`src/msp_pkg.sv`:
```
// Package of constants for the modem serial port control block.
// Assumes a single system clock; all pins are sampled in that domain.
package msp_pkg;
  // Register offsets on the documented register port.
  localparam logic [7:0] MSP_OFF_CTRL = 8'h00;
  localparam logic [7:0] MSP_OFF_CSR = 8'h04;
  localparam logic [7:0] MSP_OFF_TX_DATA_REG = 8'h10;
  localparam logic [7:0] MSP_OFF_RX_DATA_REG = 8'h20;
  localparam logic [7:0] MSP_OFF_UPD = 8'h24;
  // Field positions in the control register.
  localparam int MSP_CR_RX_ORDER = 24;
  localparam int MSP_CR_PIN_A = 22;
  localparam int MSP_CR_PIN_B = 20;
  localparam int MSP_CR_A_OUT = 19;
  localparam int MSP_CR_B_OUT = 18;
  localparam int MSP_CR_TIE = 17;
  localparam int MSP_CR_RIE = 16;
  localparam int MSP_CR_FRAME = 12;
  localparam int MSP_CR_VALID = 8;
  localparam int MSP_CR_FS_TYPE = 7;
  localparam int MSP_CR_FS_POL = 6;
  localparam int MSP_CR_ISDN = 5;
  localparam int MSP_CR_BYTE = 4;
  localparam int MSP_CR_THR = 0;
  // Field positions in the control/status register.
  localparam int MSP_CSR_TEST = 30;
  localparam int MSP_CSR_CDE = 29;
  localparam int MSP_CSR_HALVE = 28;
  localparam int MSP_CSR_SLP = 27;
  localparam int MSP_CSR_UR_CLR = 21;
  localparam int MSP_CSR_OR_CLR = 20;
  localparam int MSP_CSR_FE_CLR = 19;
  localparam int MSP_CSR_CD_CLR = 18;
  localparam int MSP_CSR_FREE = 12;
  localparam int MSP_CSR_READY = 8;
  localparam int MSP_CSR_REFILL = 7;
  localparam int MSP_CSR_RXRDY = 6;
  localparam int MSP_CSR_UNDER = 5;
  localparam int MSP_CSR_OVER = 4;
  localparam int MSP_CSR_FERR = 3;
  localparam int MSP_CSR_CHG = 2;
  localparam int MSP_CSR_PA_IN = 1;
  localparam int MSP_CSR_PB_IN = 0;
  // Writable masks and reset values.
  localparam logic [31:0] MSP_CTRL_MASK = 32'h01FF_FFFF;
  localparam logic [31:0] MSP_CTRL_RESET = 32'h00F0_0000;
  localparam logic [31:0] MSP_CFG_MASK = 32'hF800_0000;
  localparam logic [31:0] MSP_CFG_RESET = 32'h0000_0000;
  // Serial framing constants.
  localparam logic [3:0] MSP_LAST_BIT = 4'hF;
  localparam logic [4:0] MSP_SLOTS_MAX = 5'h10;
  localparam int MSP_FIFO_WIDTH = 32;
  localparam int MSP_FIFO_DEPTH = 8;
  typedef enum logic [1:0] {
    MSP_PIN_OUT = 2'b00,
    MSP_PIN_IN = 2'b01,
    MSP_PIN_ALT = 2'b10,
    MSP_PIN_EXT = 2'b11
  } msp_pin_fn_t;
  typedef enum logic [1:0] {
    MSP_TM_NORM0 = 2'b00,
    MSP_TM_NORM1 = 2'b01,
    MSP_TM_REMOTE = 2'b10,
    MSP_TM_LOCAL = 2'b11
  } msp_test_t;
endpackage : msp_pkg

```
`src/msp_serial_port.sv`:
```
// Modem serial port: registers, framing, shifters and two word buffers.
// Assumes all pins are synchronous to sys_clk_i, which outruns the link.
`timescale 1ns/1ps
`default_nettype none

module msp_fifo #(
  parameter int WIDTH = 32,
  parameter int DEPTH = 8,
  parameter int CW = $clog2(DEPTH + 1)
) (
  input wire logic sys_clk_i,
  input wire logic sys_rst_i,
  input wire logic [WIDTH-1:0] in_data_i,
  input wire logic in_valid_i,
  output logic in_ready_o,
  output logic [WIDTH-1:0] out_data_o,
  output logic out_valid_o,
  input wire logic out_ready_i,
  output logic [CW-1:0] count_o
);
  localparam int PW = $clog2(DEPTH);
  logic [WIDTH-1:0] mem [DEPTH];
  logic [PW-1:0] wr_ptr, rd_ptr, next_wr_ptr, next_rd_ptr;
  logic [CW-1:0] next_count;
  logic push, pop;

  assign in_ready_o = count_o != CW'(DEPTH);
  assign out_valid_o = count_o != '0;
  assign out_data_o = mem[rd_ptr];
  assign push = in_valid_i & in_ready_o;
  assign pop = out_valid_o & out_ready_i;

  always_comb begin
    next_wr_ptr = push ? PW'(wr_ptr + 1'b1) : wr_ptr;
    next_rd_ptr = pop ? PW'(rd_ptr + 1'b1) : rd_ptr;
    next_count = CW'(count_o + CW'(push) - CW'(pop));
  end

  always_ff @(posedge sys_clk_i) begin
    if (sys_rst_i) begin
      wr_ptr <= '0;
      rd_ptr <= '0;
      count_o <= '0;
    end else begin
      wr_ptr <= next_wr_ptr;
      rd_ptr <= next_rd_ptr;
      count_o <= next_count;
    end
    if (push) begin
      mem[wr_ptr] <= in_data_i;
    end
  end
endmodule : msp_fifo

module msp_serial_port
  import msp_pkg::*;
#(
  parameter int FIFO_DEPTH = MSP_FIFO_DEPTH
) (
  input wire logic sys_clk_i,
  input wire logic sys_rst_i,
  input wire logic [7:0] reg_addr_i,
  input wire logic reg_wr_i,
  input wire logic reg_rd_i,
  input wire logic [31:0] reg_wdata_i,
  output logic [31:0] reg_rdata_o,
  input wire logic serial_clock_pin_i,
  input wire logic rx_frame_sync_pin_i,
  input wire logic rx_data_pin_i,
  output logic tx_data_pin_o,
  output logic tx_data_pin_oe_n_o,
  input wire logic multi_pin_a_i,
  output logic multi_pin_a_o,
  output logic multi_pin_a_oe_n_o,
  input wire logic multi_pin_b_i,
  output logic multi_pin_b_o,
  output logic multi_pin_b_oe_n_o,
  input wire logic tx_enable_i,
  input wire logic rx_enable_i,
  input wire logic power_down_i,
  output logic isdn_nt_mode_o,
  output logic tx_irq_o,
  output logic rx_irq_o,
  output logic change_irq_o
);
  localparam int CW = $clog2(FIFO_DEPTH + 1);
  // Register state.
  logic [31:0] ctrl, cfg, next_ctrl, next_cfg, next_rdata, status_word;
  logic tx_refill, rx_ready, under, over, ferr, chg;
  logic next_refill, next_rx_ready, next_under, next_over, next_ferr;
  logic next_chg, next_pa_o, next_pa_oe_n, next_pb_o, next_pb_oe_n;
  logic next_tx_irq, next_rx_irq, next_chg_irq;
  // Synchronisers and serial state.
  logic clk_s1, clk_s2, clk_s3, pa_s1, pa_s2, pa_s3, pb_s1, pb_s2;
  logic fs_s1, fs_s2, rd_s1, rd_s2;
  logic half_ph, fs_prev, rx_go, framed, rx_have, tx_go, tx_have;
  logic txfs_prev, gen_fs, chg_store;
  logic next_half_ph, next_fs_prev, next_rx_go, next_framed, next_rx_have;
  logic next_tx_go, next_tx_have, next_txfs_prev, next_gen_fs;
  logic next_chg_store, next_tx_out, next_tx_oe_n;
  logic [3:0] rx_bit, rx_slot, tx_bit, tx_slot;
  logic [3:0] next_rx_bit, next_rx_slot, next_tx_bit, next_tx_slot;
  logic [15:0] rx_sr, rx_half, tx_sr, tx_next, tx_last;
  logic [15:0] next_rx_sr, next_rx_half, next_tx_sr, next_tx_next;
  logic [15:0] next_tx_last, rx_sr_new, tx_word;
  // Derived control and events.
  logic [1:0] pin_a_fn, pin_b_fn, test_mode;
  logic [4:0] nslots, vslots;
  logic [3:0] thr, tx_free, rx_avail, rx_pos_bit, rx_pos_slot;
  logic [3:0] tx_pos_bit, tx_pos_slot;
  logic fs_pol, fs_type, rx_order, pd_eff, remote, local_lb;
  logic rx_raw_edge, rx_capture, fs_lvl, fs_start, rx_bit_in, rx_go_now;
  logic tx_edge, txfs_lvl, tx_fs_start, rx_slot_ok, tx_slot_ok;
  logic ev_under, ev_over, ev_ferr, ev_change, rx_push, tx_pop;
  logic tx_push, rx_pop, csr_wr, upd_wr;
  logic [31:0] rx_word, rx_head, tx_head;
  logic [7:0] b0, b1, b2, b3;
  logic tx_in_ready, tx_out_valid, rx_in_ready, rx_out_valid;
  logic [CW-1:0] tx_cnt, rx_cnt;

  msp_fifo #(.WIDTH(MSP_FIFO_WIDTH), .DEPTH(FIFO_DEPTH)) u_tx_buffer (
    .sys_clk_i(sys_clk_i),
    .sys_rst_i(sys_rst_i),
    .in_data_i(reg_wdata_i),
    .in_valid_i(tx_push),
    .in_ready_o(tx_in_ready),
    .out_data_o(tx_head),
    .out_valid_o(tx_out_valid),
    .out_ready_i(tx_pop),
    .count_o(tx_cnt)
  );

  msp_fifo #(.WIDTH(MSP_FIFO_WIDTH), .DEPTH(FIFO_DEPTH)) u_rx_buffer (
    .sys_clk_i(sys_clk_i),
    .sys_rst_i(sys_rst_i),
    .in_data_i(rx_word),
    .in_valid_i(rx_push),
    .in_ready_o(rx_in_ready),
    .out_data_o(rx_head),
    .out_valid_o(rx_out_valid),
    .out_ready_i(rx_pop),
    .count_o(rx_cnt)
  );

  assign pin_a_fn = ctrl[MSP_CR_PIN_A +: 2];
  assign pin_b_fn = ctrl[MSP_CR_PIN_B +: 2];
  assign test_mode = cfg[MSP_CSR_TEST +: 2];
  assign remote = test_mode == MSP_TM_REMOTE;
  assign local_lb = test_mode == MSP_TM_LOCAL;
  assign fs_pol = ctrl[MSP_CR_FS_POL];
  assign fs_type = ctrl[MSP_CR_FS_TYPE];
  assign rx_order = ctrl[MSP_CR_RX_ORDER];
  assign thr = ctrl[MSP_CR_THR +: 4];
  assign nslots = ctrl[MSP_CR_FRAME +: 4] == 4'h0 ? MSP_SLOTS_MAX
                  : {1'b0, ctrl[MSP_CR_FRAME +: 4]};
  assign vslots = ctrl[MSP_CR_VALID +: 4] == 4'h0 ? MSP_SLOTS_MAX
                  : {1'b0, ctrl[MSP_CR_VALID +: 4]};
  assign pd_eff = power_down_i & ~cfg[MSP_CSR_SLP];
  assign tx_free = 4'(CW'(FIFO_DEPTH) - tx_cnt);
  assign rx_avail = 4'(rx_cnt);

  // Receive timing: sync, and data outside local loopback, come from the second synchroniser stage; the clock edge also uses the third.
  assign rx_raw_edge = clk_s2 & ~clk_s3;
  assign fs_lvl = fs_s2 ^ fs_pol;
  assign fs_start = rx_raw_edge & fs_lvl & ~fs_prev;
  assign rx_capture = rx_raw_edge
                      & (~cfg[MSP_CSR_HALVE] | half_ph | fs_start);
  assign rx_bit_in = local_lb ? tx_data_pin_o : rd_s2;
  assign rx_pos_bit = fs_start ? 4'h0 : rx_bit;
  assign rx_pos_slot = fs_start ? 4'h0 : rx_slot;
  assign rx_slot_ok = {1'b0, rx_pos_slot} < vslots;
  assign rx_go_now = rx_pos_bit == 4'h0
                     ? rx_enable_i & ~pd_eff & rx_slot_ok : rx_go;
  assign rx_sr_new = rx_order ? {rx_sr[14:0], rx_bit_in}
                     : {rx_bit_in, rx_sr[15:1]};
  // The first byte of a word is its high byte when shifted MSB first.
  assign b0 = rx_order ? rx_half[15:8] : rx_half[7:0];
  assign b1 = rx_order ? rx_half[7:0] : rx_half[15:8];
  assign b2 = rx_order ? rx_sr_new[15:8] : rx_sr_new[7:0];
  assign b3 = rx_order ? rx_sr_new[7:0] : rx_sr_new[15:8];
  assign rx_word = ctrl[MSP_CR_BYTE] ? {b3, b2, b1, b0}
                   : {b0, b1, b2, b3};

  // Transmit timing: pin A clock when selected, else falling serial clock.
  assign tx_edge = pin_a_fn == MSP_PIN_ALT ? pa_s2 & ~pa_s3
                   : clk_s3 & ~clk_s2;
  assign txfs_lvl = pb_s2 ^ fs_pol;
  assign tx_fs_start = tx_edge & (pin_b_fn == MSP_PIN_EXT) & txfs_lvl
                       & ~txfs_prev;
  assign tx_pos_bit = tx_fs_start ? 4'h0 : tx_bit;
  assign tx_pos_slot = tx_fs_start ? 4'h0 : tx_slot;
  assign tx_slot_ok = {1'b0, tx_pos_slot} < vslots;

  always_ff @(posedge sys_clk_i) begin
    if (sys_rst_i) begin
      {clk_s1, clk_s2, clk_s3, pa_s1, pa_s2, pa_s3} <= 6'h00;
      {pb_s1, pb_s2, fs_s1, fs_s2, rd_s1, rd_s2} <= 6'h00;
    end else begin
      clk_s1 <= serial_clock_pin_i;
      clk_s2 <= clk_s1;
      clk_s3 <= clk_s2;
      pa_s1 <= multi_pin_a_i;
      pa_s2 <= pa_s1;
      pa_s3 <= pa_s2;
      pb_s1 <= multi_pin_b_i;
      pb_s2 <= pb_s1;
      fs_s1 <= rx_frame_sync_pin_i;
      fs_s2 <= fs_s1;
      rd_s1 <= rx_data_pin_i;
      rd_s2 <= rd_s1;
    end
  end

  always_comb begin
    next_half_ph = half_ph;
    next_fs_prev = fs_prev;
    next_rx_bit = rx_bit;
    next_rx_slot = rx_slot;
    next_rx_sr = rx_sr;
    next_rx_half = rx_half;
    next_rx_have = rx_have;
    next_rx_go = rx_go;
    next_framed = framed;
    next_tx_bit = tx_bit;
    next_tx_slot = tx_slot;
    next_tx_sr = tx_sr;
    next_tx_next = tx_next;
    next_tx_last = tx_last;
    next_tx_have = tx_have;
    next_tx_go = tx_go;
    next_txfs_prev = txfs_prev;
    next_gen_fs = gen_fs;
    next_chg_store = chg_store;
    next_tx_out = tx_data_pin_o;
    next_tx_oe_n = ~(tx_go | remote);
    tx_word = tx_sr;
    {ev_under, ev_over, ev_ferr, ev_change, rx_push, tx_pop} = 6'h00;
    if (rx_raw_edge) begin
      next_fs_prev = fs_lvl;
      next_half_ph = fs_start ? 1'b0 : ~half_ph;
      if (cfg[MSP_CSR_CDE] && pin_a_fn == MSP_PIN_IN) begin
        ev_change = pa_s2 != chg_store;
        next_chg_store = pa_s2;
      end
      if (remote) begin
        next_tx_out = rd_s2;
      end
    end
    if (rx_capture) begin
      if (fs_start) begin
        ev_ferr = framed && (rx_bit != 4'h0 || rx_slot != 4'h0);
        next_framed = 1'b1;
      end else if (framed && rx_bit == 4'h0 && rx_slot == 4'h0) begin
        ev_ferr = 1'b1;
      end else if (framed && rx_slot == 4'h0 && rx_bit != 4'h0) begin
        ev_ferr = fs_type ? ~fs_lvl : (rx_bit == 4'h1) & fs_lvl;
      end
      next_rx_go = rx_go_now;
      if (rx_go_now) begin
        next_rx_sr = rx_sr_new;
        if (rx_pos_bit == MSP_LAST_BIT) begin
          next_rx_have = ~rx_have;
          if (!rx_have) begin
            next_rx_half = rx_sr_new;
          end else if (!remote) begin
            rx_push = rx_in_ready;
            ev_over = ~rx_in_ready;
          end
        end
      end
      next_rx_bit = 4'(rx_pos_bit + 1'b1);
      next_rx_slot = rx_pos_slot;
      if (rx_pos_bit == MSP_LAST_BIT) begin
        next_rx_slot = {1'b0, rx_pos_slot} == nslots - 5'h01 ? 4'h0
                       : 4'(rx_pos_slot + 1'b1);
      end
    end
    if (tx_edge && !remote) begin
      next_txfs_prev = txfs_lvl;
      if (tx_pos_bit == 4'h0) begin
        next_tx_go = tx_enable_i & ~pd_eff & tx_slot_ok;
        if (next_tx_go && tx_have) begin
          tx_word = tx_next;
          next_tx_have = 1'b0;
        end else if (next_tx_go && tx_out_valid) begin
          tx_pop = 1'b1;
          tx_word = tx_head[15:0];
          next_tx_next = tx_head[31:16];
          next_tx_have = 1'b1;
        end else if (next_tx_go) begin
          tx_word = tx_last;
          ev_under = 1'b1;
        end
        next_tx_last = tx_word;
      end
      if (next_tx_go) begin
        next_tx_out = tx_word[15];
        next_tx_sr = {tx_word[14:0], 1'b0};
      end
      next_tx_bit = 4'(tx_pos_bit + 1'b1);
      next_tx_slot = tx_pos_slot;
      if (tx_pos_bit == MSP_LAST_BIT) begin
        next_tx_slot = {1'b0, tx_pos_slot} == nslots - 5'h01 ? 4'h0
                       : 4'(tx_pos_slot + 1'b1);
      end
      next_gen_fs = fs_pol ^ (next_tx_slot == 4'h0
                    && (fs_type || next_tx_bit == 4'h0));
    end
  end

  always_ff @(posedge sys_clk_i) begin
    if (sys_rst_i) begin
      {half_ph, fs_prev, rx_go, framed, rx_have, tx_go, tx_have} <= 7'h00;
      {txfs_prev, gen_fs, chg_store} <= 3'h0;
      {rx_bit, rx_slot, tx_bit, tx_slot} <= 16'h0000;
      {rx_sr, rx_half, tx_sr, tx_next, tx_last} <= 80'h0;
      tx_data_pin_o <= 1'b0;
      tx_data_pin_oe_n_o <= 1'b1;
    end else begin
      half_ph <= next_half_ph;
      fs_prev <= next_fs_prev;
      rx_go <= next_rx_go;
      framed <= next_framed;
      rx_have <= next_rx_have;
      tx_go <= next_tx_go;
      tx_have <= next_tx_have;
      txfs_prev <= next_txfs_prev;
      gen_fs <= next_gen_fs;
      chg_store <= next_chg_store;
      rx_bit <= next_rx_bit;
      rx_slot <= next_rx_slot;
      tx_bit <= next_tx_bit;
      tx_slot <= next_tx_slot;
      rx_sr <= next_rx_sr;
      rx_half <= next_rx_half;
      tx_sr <= next_tx_sr;
      tx_next <= next_tx_next;
      tx_last <= next_tx_last;
      tx_data_pin_o <= next_tx_out;
      tx_data_pin_oe_n_o <= next_tx_oe_n;
    end
  end

  // Register port, sticky flags, pins and interrupt outputs.
  assign csr_wr = reg_wr_i && reg_addr_i == MSP_OFF_CSR;
  assign upd_wr = reg_wr_i && reg_addr_i == MSP_OFF_UPD && reg_wdata_i[0];
  assign tx_push = reg_wr_i && reg_addr_i == MSP_OFF_TX_DATA_REG;
  assign rx_pop = upd_wr & rx_out_valid;

  always_comb begin
    status_word = cfg;
    status_word[MSP_CSR_FREE +: 4] = tx_free;
    status_word[MSP_CSR_READY +: 4] = rx_avail;
    status_word[MSP_CSR_REFILL] = tx_refill;
    status_word[MSP_CSR_RXRDY] = rx_ready;
    status_word[MSP_CSR_UNDER] = under;
    status_word[MSP_CSR_OVER] = over;
    status_word[MSP_CSR_FERR] = ferr;
    status_word[MSP_CSR_CHG] = chg;
    status_word[MSP_CSR_PA_IN] = pin_a_fn != MSP_PIN_EXT && pa_s2;
    status_word[MSP_CSR_PB_IN] = pb_s2;
    next_ctrl = ctrl;
    next_cfg = cfg;
    if (reg_wr_i && reg_addr_i == MSP_OFF_CTRL) begin
      next_ctrl = reg_wdata_i & MSP_CTRL_MASK;
    end
    if (csr_wr) begin
      next_cfg = reg_wdata_i & MSP_CFG_MASK;
    end
    next_rdata = 32'h0000_0000;
    if (reg_rd_i) begin
      case (reg_addr_i)
        MSP_OFF_CTRL: next_rdata = ctrl;
        MSP_OFF_CSR: next_rdata = status_word;
        MSP_OFF_RX_DATA_REG: next_rdata = rx_head;
        default: next_rdata = 32'h0000_0000;
      endcase
    end
    next_under = ev_under
                 | (under & ~(csr_wr & reg_wdata_i[MSP_CSR_UR_CLR]));
    next_over = ev_over
                | (over & ~(csr_wr & reg_wdata_i[MSP_CSR_OR_CLR]));
    next_ferr = ev_ferr
                | (ferr & ~(csr_wr & reg_wdata_i[MSP_CSR_FE_CLR]));
    next_chg = ev_change
               | (chg & ~(csr_wr & reg_wdata_i[MSP_CSR_CD_CLR]));
    next_refill = tx_free > thr ? 1'b1
                  : (tx_free < thr ? 1'b0 : tx_refill);
    next_rx_ready = rx_avail > thr
                    || (rx_ready && !upd_wr);
    if (rx_pop && rx_avail - 4'h1 <= thr) begin
      next_rx_ready = 1'b0;
    end
    next_pa_o = ctrl[MSP_CR_A_OUT];
    next_pa_oe_n = pin_a_fn != MSP_PIN_OUT;
    next_pb_o = pin_b_fn == MSP_PIN_ALT ? gen_fs : ctrl[MSP_CR_B_OUT];
    next_pb_oe_n = pin_b_fn != MSP_PIN_OUT
                   && pin_b_fn != MSP_PIN_ALT;
    next_tx_irq = ctrl[MSP_CR_TIE] & tx_refill & ~remote;
    next_rx_irq = ctrl[MSP_CR_RIE] & (rx_ready | over) & ~remote;
    next_chg_irq = cfg[MSP_CSR_CDE] & chg;
  end

  always_ff @(posedge sys_clk_i) begin
    if (sys_rst_i) begin
      ctrl <= MSP_CTRL_RESET;
      cfg <= MSP_CFG_RESET;
      reg_rdata_o <= 32'h0000_0000;
      {tx_refill, rx_ready, under, over, ferr, chg} <= 6'h00;
      {multi_pin_a_o, multi_pin_b_o} <= 2'h0;
      {multi_pin_a_oe_n_o, multi_pin_b_oe_n_o} <= 2'h3;
      {isdn_nt_mode_o, tx_irq_o, rx_irq_o, change_irq_o} <= 4'h0;
    end else begin
      ctrl <= next_ctrl;
      cfg <= next_cfg;
      reg_rdata_o <= next_rdata;
      tx_refill <= next_refill;
      rx_ready <= next_rx_ready;
      under <= next_under;
      over <= next_over;
      ferr <= next_ferr;
      chg <= next_chg;
      multi_pin_a_o <= next_pa_o;
      multi_pin_a_oe_n_o <= next_pa_oe_n;
      multi_pin_b_o <= next_pb_o;
      multi_pin_b_oe_n_o <= next_pb_oe_n;
      isdn_nt_mode_o <= ctrl[MSP_CR_ISDN];
      tx_irq_o <= next_tx_irq;
      rx_irq_o <= next_rx_irq;
      change_irq_o <= next_chg_irq;
    end
  end

  a_tx_irq_cause: assert property (@(posedge sys_clk_i)
    disable iff (sys_rst_i) tx_irq_o |-> $past(ctrl[MSP_CR_TIE] && tx_refill))
    else $error("Transmit interrupt without enable and refill flag.");
  a_rx_irq_cause: assert property (@(posedge sys_clk_i)
    disable iff (sys_rst_i) rx_irq_o |-> $past(ctrl[MSP_CR_RIE]))
    else $error("Receive interrupt raised while disabled.");
  a_action_read_zero: assert property (@(posedge sys_clk_i)
    disable iff (sys_rst_i) reg_rd_i && reg_addr_i == MSP_OFF_CSR
    |=> reg_rdata_o[MSP_CSR_CD_CLR +: 4] == 4'h0)
    else $error("Action bits did not read zero.");
  a_pin_a_drive: assert property (@(posedge sys_clk_i)
    disable iff (sys_rst_i) pin_a_fn == MSP_PIN_OUT |=> !multi_pin_a_oe_n_o
    && multi_pin_a_o == $past(ctrl[MSP_CR_A_OUT]))
    else $error("Pin A does not follow its write bit.");
  a_pin_b_float: assert property (@(posedge sys_clk_i)
    disable iff (sys_rst_i) pin_b_fn == MSP_PIN_EXT |=> multi_pin_b_oe_n_o)
    else $error("Pin B driven while set as sync input.");
  a_refill_set: assert property (@(posedge sys_clk_i)
    disable iff (sys_rst_i) tx_free > thr |=> tx_refill)
    else $error("Refill flag not set above threshold.");
  a_under_flag: assert property (@(posedge sys_clk_i)
    disable iff (sys_rst_i) ev_under |=> under)
    else $error("Underrun event lost.");
  a_over_flag: assert property (@(posedge sys_clk_i)
    disable iff (sys_rst_i) ev_over |=> over ##1 (over || $past(csr_wr)))
    else $error("Overrun event lost.");
  a_change_flag: assert property (@(posedge sys_clk_i)
    disable iff (sys_rst_i) ev_change |=> chg)
    else $error("Change detect event lost.");
  a_ready_hold: assert property (@(posedge sys_clk_i)
    disable iff (sys_rst_i) rx_ready && !upd_wr |=> rx_ready)
    else $error("Ready flag cleared without update write.");
endmodule : msp_serial_port

`default_nettype wire

```
`config.mk`:
```
export PLATFORM = sky130hd
export DESIGN_NAME = msp_serial_port
export DESIGN_NICKNAME = d
export VERILOG_FILES = /design/src/msp_pkg.sv /design/src/msp_serial_port.sv
export SDC_FILE = /design/constraint.sdc
export NUM_CORES = 1
export LEC_CHECK = 0
export ABC_CLOCK_PERIOD_IN_PS = 5130
export BUFFER_PORTS_ARGS = -buffer_cell sky130_fd_sc_hd__buf_4
export CAP_MARGIN = 0
export CORE_MARGIN = 2
export CORE_UTILIZATION = 30
export CTS_CLUSTER_DIAMETER = 100
export DETAILED_ROUTE_END_ITERATION = 8
export GPL_TIMING_DRIVEN = 0
export HOLD_SLACK_MARGIN = 0.12
export PLACE_DENSITY_LB_ADDON = 0.15
export SYNTH_ARGS = -nofsm -noshare
export SYNTH_HDL_FRONTEND = slang
export SYNTH_SLANG_ARGS = --single-unit
```
`constraint.sdc`:
```
create_clock -name sys_clk_i -period 5.13 [get_ports sys_clk_i]
set_input_delay 1.026 -clock sys_clk_i [delete_from_list [all_inputs] [get_ports sys_clk_i]]
set_output_delay 1.026 -clock sys_clk_i [all_outputs]
set_load 0.05 [all_outputs]
```
==> qor.json, run 1 <==
{
  "min_period_over_period_pct": 94.0,
  "critPathBufInv": 4,
  "placed_cell_area_sq_um": 32700,
  "timing.critical_path.mode_cell": "ha_1",
  "postSynthNetCount": 2203,
  "synth_seq_area_share_pct": 66.4,
  "holdCritPathClass": "reg -> reg",
  "post_synth_instance_area_sq_um": 29800,
  "setup-tns-final_ns": 0,
  "cts_root_buf": "clkbuf_16",
  "fp.dieArea_sq_um": 102000,
  "tritoncts": "done",
  "initial_core_util_pct": 30.3,
  "detailroute.via_count": 18400,
  "grt_pass1_wl_mm": 130,
  "yosys-top-cells-area": "edfxtp_1, dfxtp_1, mux4_2",
  "overflow": 0,
  "report.final.slew_viol_count": 0,
  "synth_top_area_cell": "edfxtp_1",
  "postSynth.topFlopCell": "edfxtp_1",
  "synth.ff_latch_count": 733,
  "drcViolationCount": 0,
  "async_set_or_reset_flop_fraction_in_the_synthesized_netlist_pct": 0,
  "yosysTopAreaCellShare_pct": 51.6,
  "gp_congestion": 0.854,
  "timing.critical_path.max_delay_family": "simple AND/OR/NAND/NOR gates",
  "dp_hpwl_mm": 64.3,
  "std_cell_rows": 115,
  "measured_slew_at_the_worst_slew_check_pin_ns": 1.34,
  "final_antenna_net_count": 0,
  "synthToLayoutAreaGrowth_pct": 19.1,
  "clkSinkCount": 733,
  "critPathSlowestCell": "dfxtp_1",
  "cell_by_cell_listing_of_the_critical_path": "nor4bb_1, a31oi_2, or2_2, clkbuf_1, and2_1, ha_1, o2111ai_2, o2111a_1, buf_6, nand3_1, or3_1, inv_1, ha_1, inv_1, ha_1, a21oi_1, nor2_1, or3_1, a21oi_1",
  "dr.first_iter.drc_count": 1462,
  "setup_repair_after_global_routing_missed_its_margin": "no",
  "die_x_um": 319,
  "final-instance-count-excl-fill": 3670,
  "num_io_pins": 94,
  "grt_antenna_before_repair": 5,
  "vias_per_cell": 5.01,
  "drive_above_1_share_pct": 19.2,
  "maxCapViolCount": 0,
  "slew_headroom_pct": 9.30,
  "all_layer_gr_usage_pct": 17.5,
  "synth_cell_types": 70,
  "synth_warnings": 0,
  "path_clk_slew_ns": 0.06,
  "pin_count_of_the_biggest_net_entering_global_routing": 24,
  "first_pass_drt_iterations": 5,
  "fin_util_pct": 36.1,
  "wl_per_cell_um": 24.5,
  "dp_slack_ns": -0.369,
  "power-per-cell-area_nw_per_um2": 349,
  "number_of_port_buffers": 93,
  "core_area_sq_um": 98400,
  "peakVddDrop_mv": 0.263,
  "worst_path_arrival_time_ns": 5.38,
  "synth_most_common_cell": "edfxtp_1",
  "synth_cells": 2103,
  "clock.fmax_mhz": 207,
  "run_status": "finished, final reports clean",
  "clock_h_tree_levels": 3,
  "route.final.wire_length_mm": 90.0,
  "die-height_um": 319,
  "synth.cells.most_frequent": "edfxtp_1, dfxtp_1, nor2_1",
  "cp-end-kind": "register",
  "layout_min_cycle_time_ns": 4.82,
  "worst_setup_path_start_kind": "register",
  "crit_required_ns": 5.69,
  "vias_in_the_first_global_route": 18500,
  "worstPathMaxFanout": 10,
  "finalSetupViolations": 0,
  "syn_area_per_cell_sq_um": 14.2,
  "cts-buffers-inserted": 82,
  "cts.path.max_buffers": 3,
  "skew_pair_late_insertion_delay_ns": 0.64,
  "design_area_sq_um": 35500,
  "fin_ws_ns": 0.306,
  "synth-edff-count": 512,
  "finalPower_mw": 12.4,
  "criticalPathCategory": "reg -> reg",
  "critical_path.max_stage_delay_ns": 0.54,
  "finalNetCount": 2414,
  "worst_hold_slack_ns": 0.436,
  "leakage_nw": 11.3,
  "placed_cells_incl_taps": 3510,
  "clock-skew-final_ns": 0.0233,
  "hold_violation_total_from_the_final_report": 0
}
-- what timing repair did --
action	in CTS	in global routing
pin swaps	4	0
buffers inserted	6	0
gates resized for setup	1	2
setup endpoints to repair	220	38
hold buffers	0	0
-- layout by cell type (no fill, tap or decap), types with 12 or more instances in the layout --
cell	instances
xnor2_1	15
edfxtp_1	512
clkinv_2	15
clkinv_1	15
nor2b_1	25
nor3_1	24
a211oi_1	15
dfxtp_1	220
and2_1	12
buf_12	17
inv_1	39
nand2b_1	17
buf_4	98
o22ai_1	15
o21ai_0	46
clkbuf_16	83
nand2_1	207
nor2_4	12
nor2_1	201
a221oi_1	15
clkbuf_1	105
a31o_2	16
buf_1	21
a21oi_1	147
mux4_2	128
ha_1	46
nand3_1	28
mux2_2	23
a311oi_1	24
mux2i_1	88
-- path summary, 6_finish.rpt --
check | from | slack [ns] | cells past startpoint | endpoint
worst max register to register | ctrl[23] | 0.31 | 19 | u_tx_buffer.count_o[3]
worst min-delay path | fs_s1 | 0.44 | 1 | fs_s2
worst min register to register | fs_s1 | 0.44 | 1 | fs_s2
worst max-delay path | ctrl[23] | 0.31 | 19 | u_tx_buffer.count_o[3]
-- state kept, by name (all words and copies together), names as in the netlist, 4 cells and up, named ones only --
signal / count
u_tx_buffer.count_o: 4
tx_next: 16
rx_bit: 4
cfg: 5
reg_rdata_o: 32
tx_last: 16
ctrl: 25
rx_half: 16
tx_sr: 15
tx_slot: 4
rx_slot: 4
rx_sr: 16
u_tx_buffer.mem: 256
u_rx_buffer.mem: 256
u_rx_buffer.count_o: 4
tx_bit: 4
-- kinds of logic (layout without fill, tap and decap cells) --
family / Yosys count / in the layout / synth area share [%]
DFF: 733 / 733 / 66.4
and+or+nand+nor: 582 / 582 / 8.61
AOI/OAI and AO/OA: 315 / 315 / 6.57
muxes: 239 / 239 / 13.5
buffers and inverters: 160 / 437 / 2.11
adders and majority gates: 48 / 48 / 2.06
xor gates and xnor gates: 26 / 26 / 0.764
other: 0 / 3 / 0
-- area by class of cell --
class	count	area (sq um)
clock inverter	46	444
inverter	39	146
fill	9521	62900
antenna	3	7.51
clock buffer	104	2220
timing repair buffer	127	1270
buffer	121	482
sequential	733	19800
multi-input combinational	1210	9530
tap	1287	1610
-- power breakdown --
group          internal, mW  switching [mW]  total (mW)
registers              6.30          0.0122        6.31
clock network          3.42            2.42        5.84
logic                0.0681           0.157       0.225
total                  9.79            2.59        12.4
-- layer usage --
layer / track usage [%] / vias to the layer above / part of all wire (%)
li1: - / 8358 / -
met1: 23.6 / 9457 / 45
met2: 28.8 / 441 / 48
met3: 3.05 / 124 / 4.8
met4: 5.06 / 2 / 2.7
met5: 0 / - / 0.014
-- worst reg2reg max path, stage by stage, from the launching register on --
cell	delay, ns
dfxtp_1	0.54
nor4bb_1	0.44
a31oi_2	0.17
or2_2	0.38
clkbuf_1	0.22
and2_1	0.25
ha_1	0.30
o2111ai_2	0.10
o2111a_1	0.24
buf_6	0.14
nand3_1	0.20
or3_1	0.44
inv_1	0.16
ha_1	0.18
inv_1	0.06
ha_1	0.27
a21oi_1	0.15
nor2_1	0.07
or3_1	0.31
a21oi_1	0.13
Power figures use the tool's default switching activity.
==> inputs of run 2 (changes only) <==
- CORE_UTILIZATION: 30 -> 40
==> run 2 against run 1 <==
Core utilization up 11 points. Hold slack got worse by 0.0015 ns. Critical path type unchanged. Largest power group unchanged. Cell count down 9.0%. Die area fell by 25%. Critical endpoint unchanged. Register-to-register slack got worse by 0.03 ns.
==> qor.json, run 2 (synthesized netlist as in run 1, its figures left out) <==
{
  "die-height_um": 277,
  "num_io_pins": 94,
  "initial_core_util_pct": 40.3,
  "pin_count_of_the_biggest_net_entering_global_routing": 22,
  "layout_min_cycle_time_ns": 4.85,
  "cts.path.max_buffers": 3,
  "antenna-diode-count": 0,
  "clock_h_tree_levels": 3,
  "share_comb_of_total_power_pct": 1.8,
  "run_status": "finished, final reports clean",
  "std_cell_rows": 100,
  "peakVddDrop_mv": 0.255,
  "vias_per_cell": 5.56,
  "number_of_port_buffers": 93,
  "mostFrequentLayoutCell": "edfxtp_1",
  "drive_above_1_share_pct": 18.9,
  "dp_hpwl_mm": 58.8,
  "finalPower_mw": 12.3,
  "core_area_sq_um": 74100,
  "hold_violation_total_from_the_final_report": 0,
  "cellInternalPower_mw": 9.68,
  "cts-buffers-inserted": 80,
  "finalNetCount": 2406,
  "final_cell_mix": "edfxtp_1, dfxtp_1, nand2_1, nor2_1, a21oi_1",
  "power-per-cell-area_nw_per_um2": 351,
  "criticalPathCategory": "reg -> reg",
  "setup_repair_after_global_routing_missed_its_margin": "no",
  "multiInputGateArea_sq_um": 9530,
  "maxCapViolCount": 0,
  "cp-end-kind": "register",
  "min_period_over_period_pct": 94.6,
  "route.final.wire_length_mm": 83.9,
  "drcViolationCount": 0,
  "die_x_um": 277,
  "largestRegisters": "u_rx_buffer.mem x256, u_tx_buffer.mem x256, reg_rdata_o x32",
  "finalSetupViolations": 0,
  "p_sw_share_pct": 21.2,
  "grt_antenna_before_repair": 2,
  "clkSinkCount": 733,
  "crit_required_ns": 5.68,
  "synthToLayoutAreaGrowth_pct": 17.3,
  "fill_cells": 6474,
  "tritoncts": "done",
  "report.final.slew_viol_count": 0,
  "worstPathMaxFanout": 10,
  "power.share.sequential_pct": 51.4,
  "holdCritPathClass": "reg -> reg",
  "slew_headroom_pct": 3.46,
  "first_pass_drt_iterations": 5,
  "setup-tns-final_ns": 0,
  "worst_setup_path_start_kind": "register",
  "clock.fmax_mhz": 206,
  "detailroute.via_count": 18600,
  "grt_pass1_wl_mm": 122,
  "final_antenna_net_count": 0,
  "measured_slew_at_the_worst_slew_check_pin_ns": 1.44,
  "wl_per_cell_um": 25.1,
  "cts_root_buf": "clkbuf_16",
  "vias_in_the_first_global_route": 18400,
  "gp_congestion": 0.878,
  "skew_pair_late_insertion_delay_ns": 0.65,
  "path_clk_slew_ns": 0.06,
  "layout.area.seq_sq_um": 19800,
  "p_switching_mw": 2.61,
  "worst_path_arrival_time_ns": 5.40,
  "fp.dieArea_sq_um": 76700,
  "overflow": 0,
  "clock-skew-final_ns": 0.0399,
  "power_frac_clock_pct": 46.7,
  "leakage_nw": 11.3,
  "dr.first_iter.drc_count": 1733,
  "all_layer_gr_usage_pct": 21.7
}
-- run 2: worst max-delay path, cell delays in order, from the launching register on --
cell and delay (ns):
dfxtp_1 0.55, nand2b_1 0.15, a31oi_1 0.64, or2_2 0.26, clkbuf_1 0.35, and2_1 0.24, ha_1 0.27, o2111ai_2 0.11
o2111a_1 0.22, buf_6 0.14, nand3_1 0.19, or3_1 0.44, inv_1 0.08, ha_1 0.13, inv_1 0.06, ha_1 0.27
a21oi_1 0.13, nor2_1 0.07, or3_1 0.31, a21oi_1 0.15
-- run 2: metal layers --
layer / wire, um / track usage [%]
met5: 25 / 0
met2: 40200 / 35.6
met4: 2390 / 7.15
met1: 36000 / 28.8
met3: 5210 / 4.49
-- run 2: path summary, 6_finish.rpt --
check / from / to / slack [ns] / cells after the start
setup / recovery: ctrl[23] / u_tx_buffer.count_o[3] / 0.28 / 19
setup reg to reg: ctrl[23] / u_tx_buffer.count_o[3] / 0.28 / 19
hold reg to reg: pb_s1 / pb_s2 / 0.43 / 1
hold / removal: pb_s1 / pb_s2 / 0.43 / 1
-- run 2: area by class of cell --
| type | instances | area share, % |
|---|---|---|
| flip-flops and latches | 733 | 56.6 |
| multi-input cells | 1210 | 27.2 |
| clock buffers | 98 | 5.97 |
| well taps | 969 | 3.47 |
| repair buffers | 121 | 3.30 |
| clock inverters | 47 | 1.63 |
| plain buffers | 121 | 1.38 |
| inverters | 39 | 0.418 |
-- run 2: what timing repair did --
action	CTS	global route
hold buffers	0	0
resized for setup	1	2
setup buffers	5	0
gates cloned	0	0
setup endpoints to repair	133	2
pin swaps	2	0
-- run 2: power groups by stage --
| stage | Combinational (mW) | Clock, mW | Sequential, mW |
|---|---|---|---|
| finish | 0.227 | 5.74 | 6.31 |
| global route | 0.243 | 6.07 | 6.31 |
| CTS | 0.226 | 5.85 | 6.31 |
| detailed placement | 0.225 | 0 | 6.44 |
| global placement | 0.219 | 0 | 6.44 |
| floorplan | 0.0971 | 0 | 6.44 |
-- run 2: through the flow --
step                hold WS (ns)  util, %  std cells  instance area [sq um]  setup slack (ns)
detailed placement         0.422     43.6       3188                  32300           -0.0689
global placement           0.417     42.8       3165                  31700             -2.98
CTS                        0.436     47.2       3338                  35000             0.218
floorplan                  0.414        -       2103                  29800             0.130
finish                     0.435     47.2       3338                  35000             0.279
global route               0.458     47.2       3338                  35000            0.0356
==> inputs of run 3 (changes only) <==
- CORE_MARGIN: 2 -> not set
- HOLD_SLACK_MARGIN: 0.12 -> 0.1
- SYNTH_HIERARCHICAL: not set -> 1
==> run 3 against run 2 <==
Sequential cell count unchanged. First-iteration DRC count decreased by 22%. Synthesized cell count decreased by 2.0%. Area after synthesis increased by 3.6%. Sequential power about the same. Core utilization increased by 0.53 points. Total power increased by 1.2%. Register-to-register slack improved by 0.03 ns. Critical path type unchanged. Critical endpoint is now u_tx_buffer/count_o[2]. Largest power group unchanged.
==> qor.json, run 3 <==
{
  "run_status": "finished, final reports clean",
  "first_pass_drt_iterations": 6,
  "critical_path.max_stage_delay_ns": 0.61,
  "timing.critical_path.max_delay_family": "simple AND/OR/NAND/NOR gates",
  "timing.rr.start": "ctrl[23]",
  "report.final.slew_viol_count": 0,
  "synth_cells": 2060,
  "worstPathMaxFanout": 10,
  "yosys-top-cells-area": "edfxtp_1, dfxtp_1, mux4_2",
  "num_io_pins": 94,
  "fp.dieArea_sq_um": 78400,
  "path_clk_slew_ns": 0.06,
  "cp-end-kind": "register",
  "synth.cells.most_frequent": "edfxtp_1, dfxtp_1, nor2_1",
  "use_met2_pct": 35.7,
  "postSynthNetCount": 2155,
  "cts-buffers-inserted": 80,
  "wl_per_cell_um": 25.2,
  "synth_top_area_cell": "edfxtp_1",
  "gp_congestion": 0.908,
  "initial_core_util_pct": 40.5,
  "drcViolationCount": 0,
  "setup_slack_on_the_worst_flop_to_flop_path_ns": 0.31,
  "all_layer_gr_usage_pct": 21.9,
  "leakage_nw": 12.0,
  "power-per-cell-area_nw_per_um2": 341,
  "grt_pass1_wl_mm": 124,
  "worst_setup_path_endpoint": "u_tx_buffer/count_o[2]",
  "dp_hpwl_mm": 60.8,
  "die_x_um": 280,
  "crit_cells": 18,
  "synthToLayoutAreaGrowth_pct": 17.8,
  "syn_area_per_cell_sq_um": 15.0,
  "clock_h_tree_levels": 3,
  "yosysTopAreaCellShare_pct": 49.8,
  "critPathSlowestCell": "dfxtp_1",
  "grt_util_met1_pct": 29.1,
  "layout_min_cycle_time_ns": 4.82,
  "worst_path_arrival_time_ns": 5.31,
  "grt_antenna_before_repair": 5,
  "die-height_um": 280,
  "synth_warnings": 6,
  "async_set_or_reset_flop_fraction_in_the_synthesized_netlist_pct": 0,
  "tritoncts": "done",
  "peakVddDrop_mv": 0.275,
  "finalNetCount": 2380,
  "slew_headroom_pct": 20.4,
  "crit_required_ns": 5.63,
  "worst_setup_path_start_kind": "register",
  "mostFrequentLayoutCell": "edfxtp_1",
  "fill_cells": 6587,
  "clkSinkCount": 733,
  "worst_setup_path_startpoint": "ctrl[23]",
  "cell_by_cell_listing_of_the_critical_path": "nand4bb_1, o21ai_1, nand2_1, and2_1, ha_1, nand2_1, nor2_1, a31oi_1, nand3_1, clkbuf_1, nor3b_2, nor2b_1, clkbuf_1, xnor2_1, ha_1, fa_1, xnor2_1, nor2_1",
  "vias_per_cell": 5.50,
  "detailroute.via_count": 18600,
  "critPathBufInv": 2,
  "clock-skew-final_ns": 0.0241,
  "synth-edff-count": 512,
  "dp_slack_ns": -0.259,
  "synth_most_common_cell": "edfxtp_1",
  "std_cell_rows": 101,
  "critical_path.reg2reg.endpoint": "u_tx_buffer/count_o[2]",
  "core_area_sq_um": 76200,
  "skew_pair_late_insertion_delay_ns": 0.63,
  "final_antenna_net_count": 0,
  "measured_slew_at_the_worst_slew_check_pin_ns": 1.18,
  "largestRegisters": "u_rx_buffer/mem x256, u_tx_buffer/mem x256, reg_rdata_o x32",
  "grt.busiest_layer": "met2",
  "postSynth.topFlopCell": "edfxtp_1",
  "clock.fmax_mhz": 208,
  "fin_ws_ns": 0.314,
  "synth_cell_types": 81,
  "post_synth_instance_area_sq_um": 30900,
  "overflow": 0,
  "drive_above_1_share_pct": 23.2,
  "number_of_port_buffers": 92,
  "route.final.wire_length_mm": 85.1,
  "groute.layer.met3.usage_pct": 4.17,
  "pin_count_of_the_biggest_net_entering_global_routing": 24,
  "finalSetupViolations": 0,
  "hold_violation_total_from_the_final_report": 0,
  "timing.hold.worst_path_depth": 1,
  "synth_seq_area_share_pct": 64.1,
  "criticalPathCategory": "reg -> reg",
  "vias_in_the_first_global_route": 18600,
  "maxCapViolCount": 0,
  "cts_root_buf": "clkbuf_16",
  "worst_hold_slack_ns": 0.427,
  "cts.path.max_buffers": 3,
  "dr.first_iter.drc_count": 1355,
  "min_period_over_period_pct": 93.9,
  "setup_repair_after_global_routing_missed_its_margin": "no",
  "final_cell_mix": "edfxtp_1, dfxtp_1, nor2_1, nand2_1, buf_4",
  "holdCritPathClass": "reg -> reg",
  "synth.ff_latch_count": 733,
  "ff2ff_path_depth": 18
}
run 3: cell types whose count changed after synthesis, sizes merged, moves of 25 or more:
cell / previous run / this run
a211oi: 15 / 45
nand2: 208 / 143
nor2: 214 / 188
mux2: 23 / 75
a21oi: 147 / 82
o21ai: 48 / 73
run 3: logic make-up after synthesis:
group / Yosys count / synth area share, %
XOR/XNOR: 23 / 0.701
multiplexers: 298 / 17.1
AND/OR/NAND/NOR: 526 / 7.95
buffers and inverters: 166 / 2.62
adder cells (fa/ha/maj): 43 / 1.79
flip-flops: 733 / 64.1
AO/OA/AOI/OAI: 271 / 5.73
run 3: cell type report:
class                   count  area, sq um  share of cell area (%)
multi-input cells        1161        10400                    28.7
clock buffers             111         2280                    6.28
clock inverters            39          429                    1.18
inverters                  42          158                   0.433
plain buffers             124          652                    1.79
diodes                      2         5.00                  0.0137
flip-flops and latches    733        19800                    54.4
repair buffers            143         1340                    3.67
well taps                1030         1290                    3.54
run 3: repair_timing:
action                     CTS  global route
resized for setup            4             3
hold buffers                 0             0
setup buffers                0             8
pin swaps                    1             3
setup endpoints to repair  170           179
run 3: how the worst min path moves through the flow:
stage                  end    from  slack [ns]
finish              clk_s2  clk_s1        0.43
global route        clk_s2  clk_s1        0.44
CTS                 clk_s2  clk_s1        0.43
detailed placement  clk_s2  clk_s1        0.42
global placement    clk_s2  clk_s1        0.42
floorplan           clk_s2  clk_s1        0.41
run 3: per-layer routing:
layer,vias to the layer above,share of wire [%]
li1,8399,-
met1,9567,43
met2,517,48
met3,133,5.8
met4,6,3.2
met5,-,0.048
run 3: report_power, final:
| group | total, mW | switching [mW] | internal [mW] |
|---|---|---|---|
| sequential | 6.32 | 0.0162 | 6.31 |
| clock | 5.86 | 2.37 | 3.49 |
| combinational | 0.243 | 0.167 | 0.0763 |
| total | 12.4 | 2.55 | 9.87 |
run 3: metrics by stage:
step                      util, %  power [mW]  area (sq um)  instances  setup TNS (ns)
final                        47.8        12.4         36400       3385               0
after global routing         47.8        12.8         36400       3383               0
after global placement       43.2        6.69         32900       3182        -1272.93
after CTS                    47.6        12.6         36300       3374               0
after floorplan                 -        6.56         30900       2060          -35.89
after detailed placement     44.0        6.69         33600       3224          -16.20
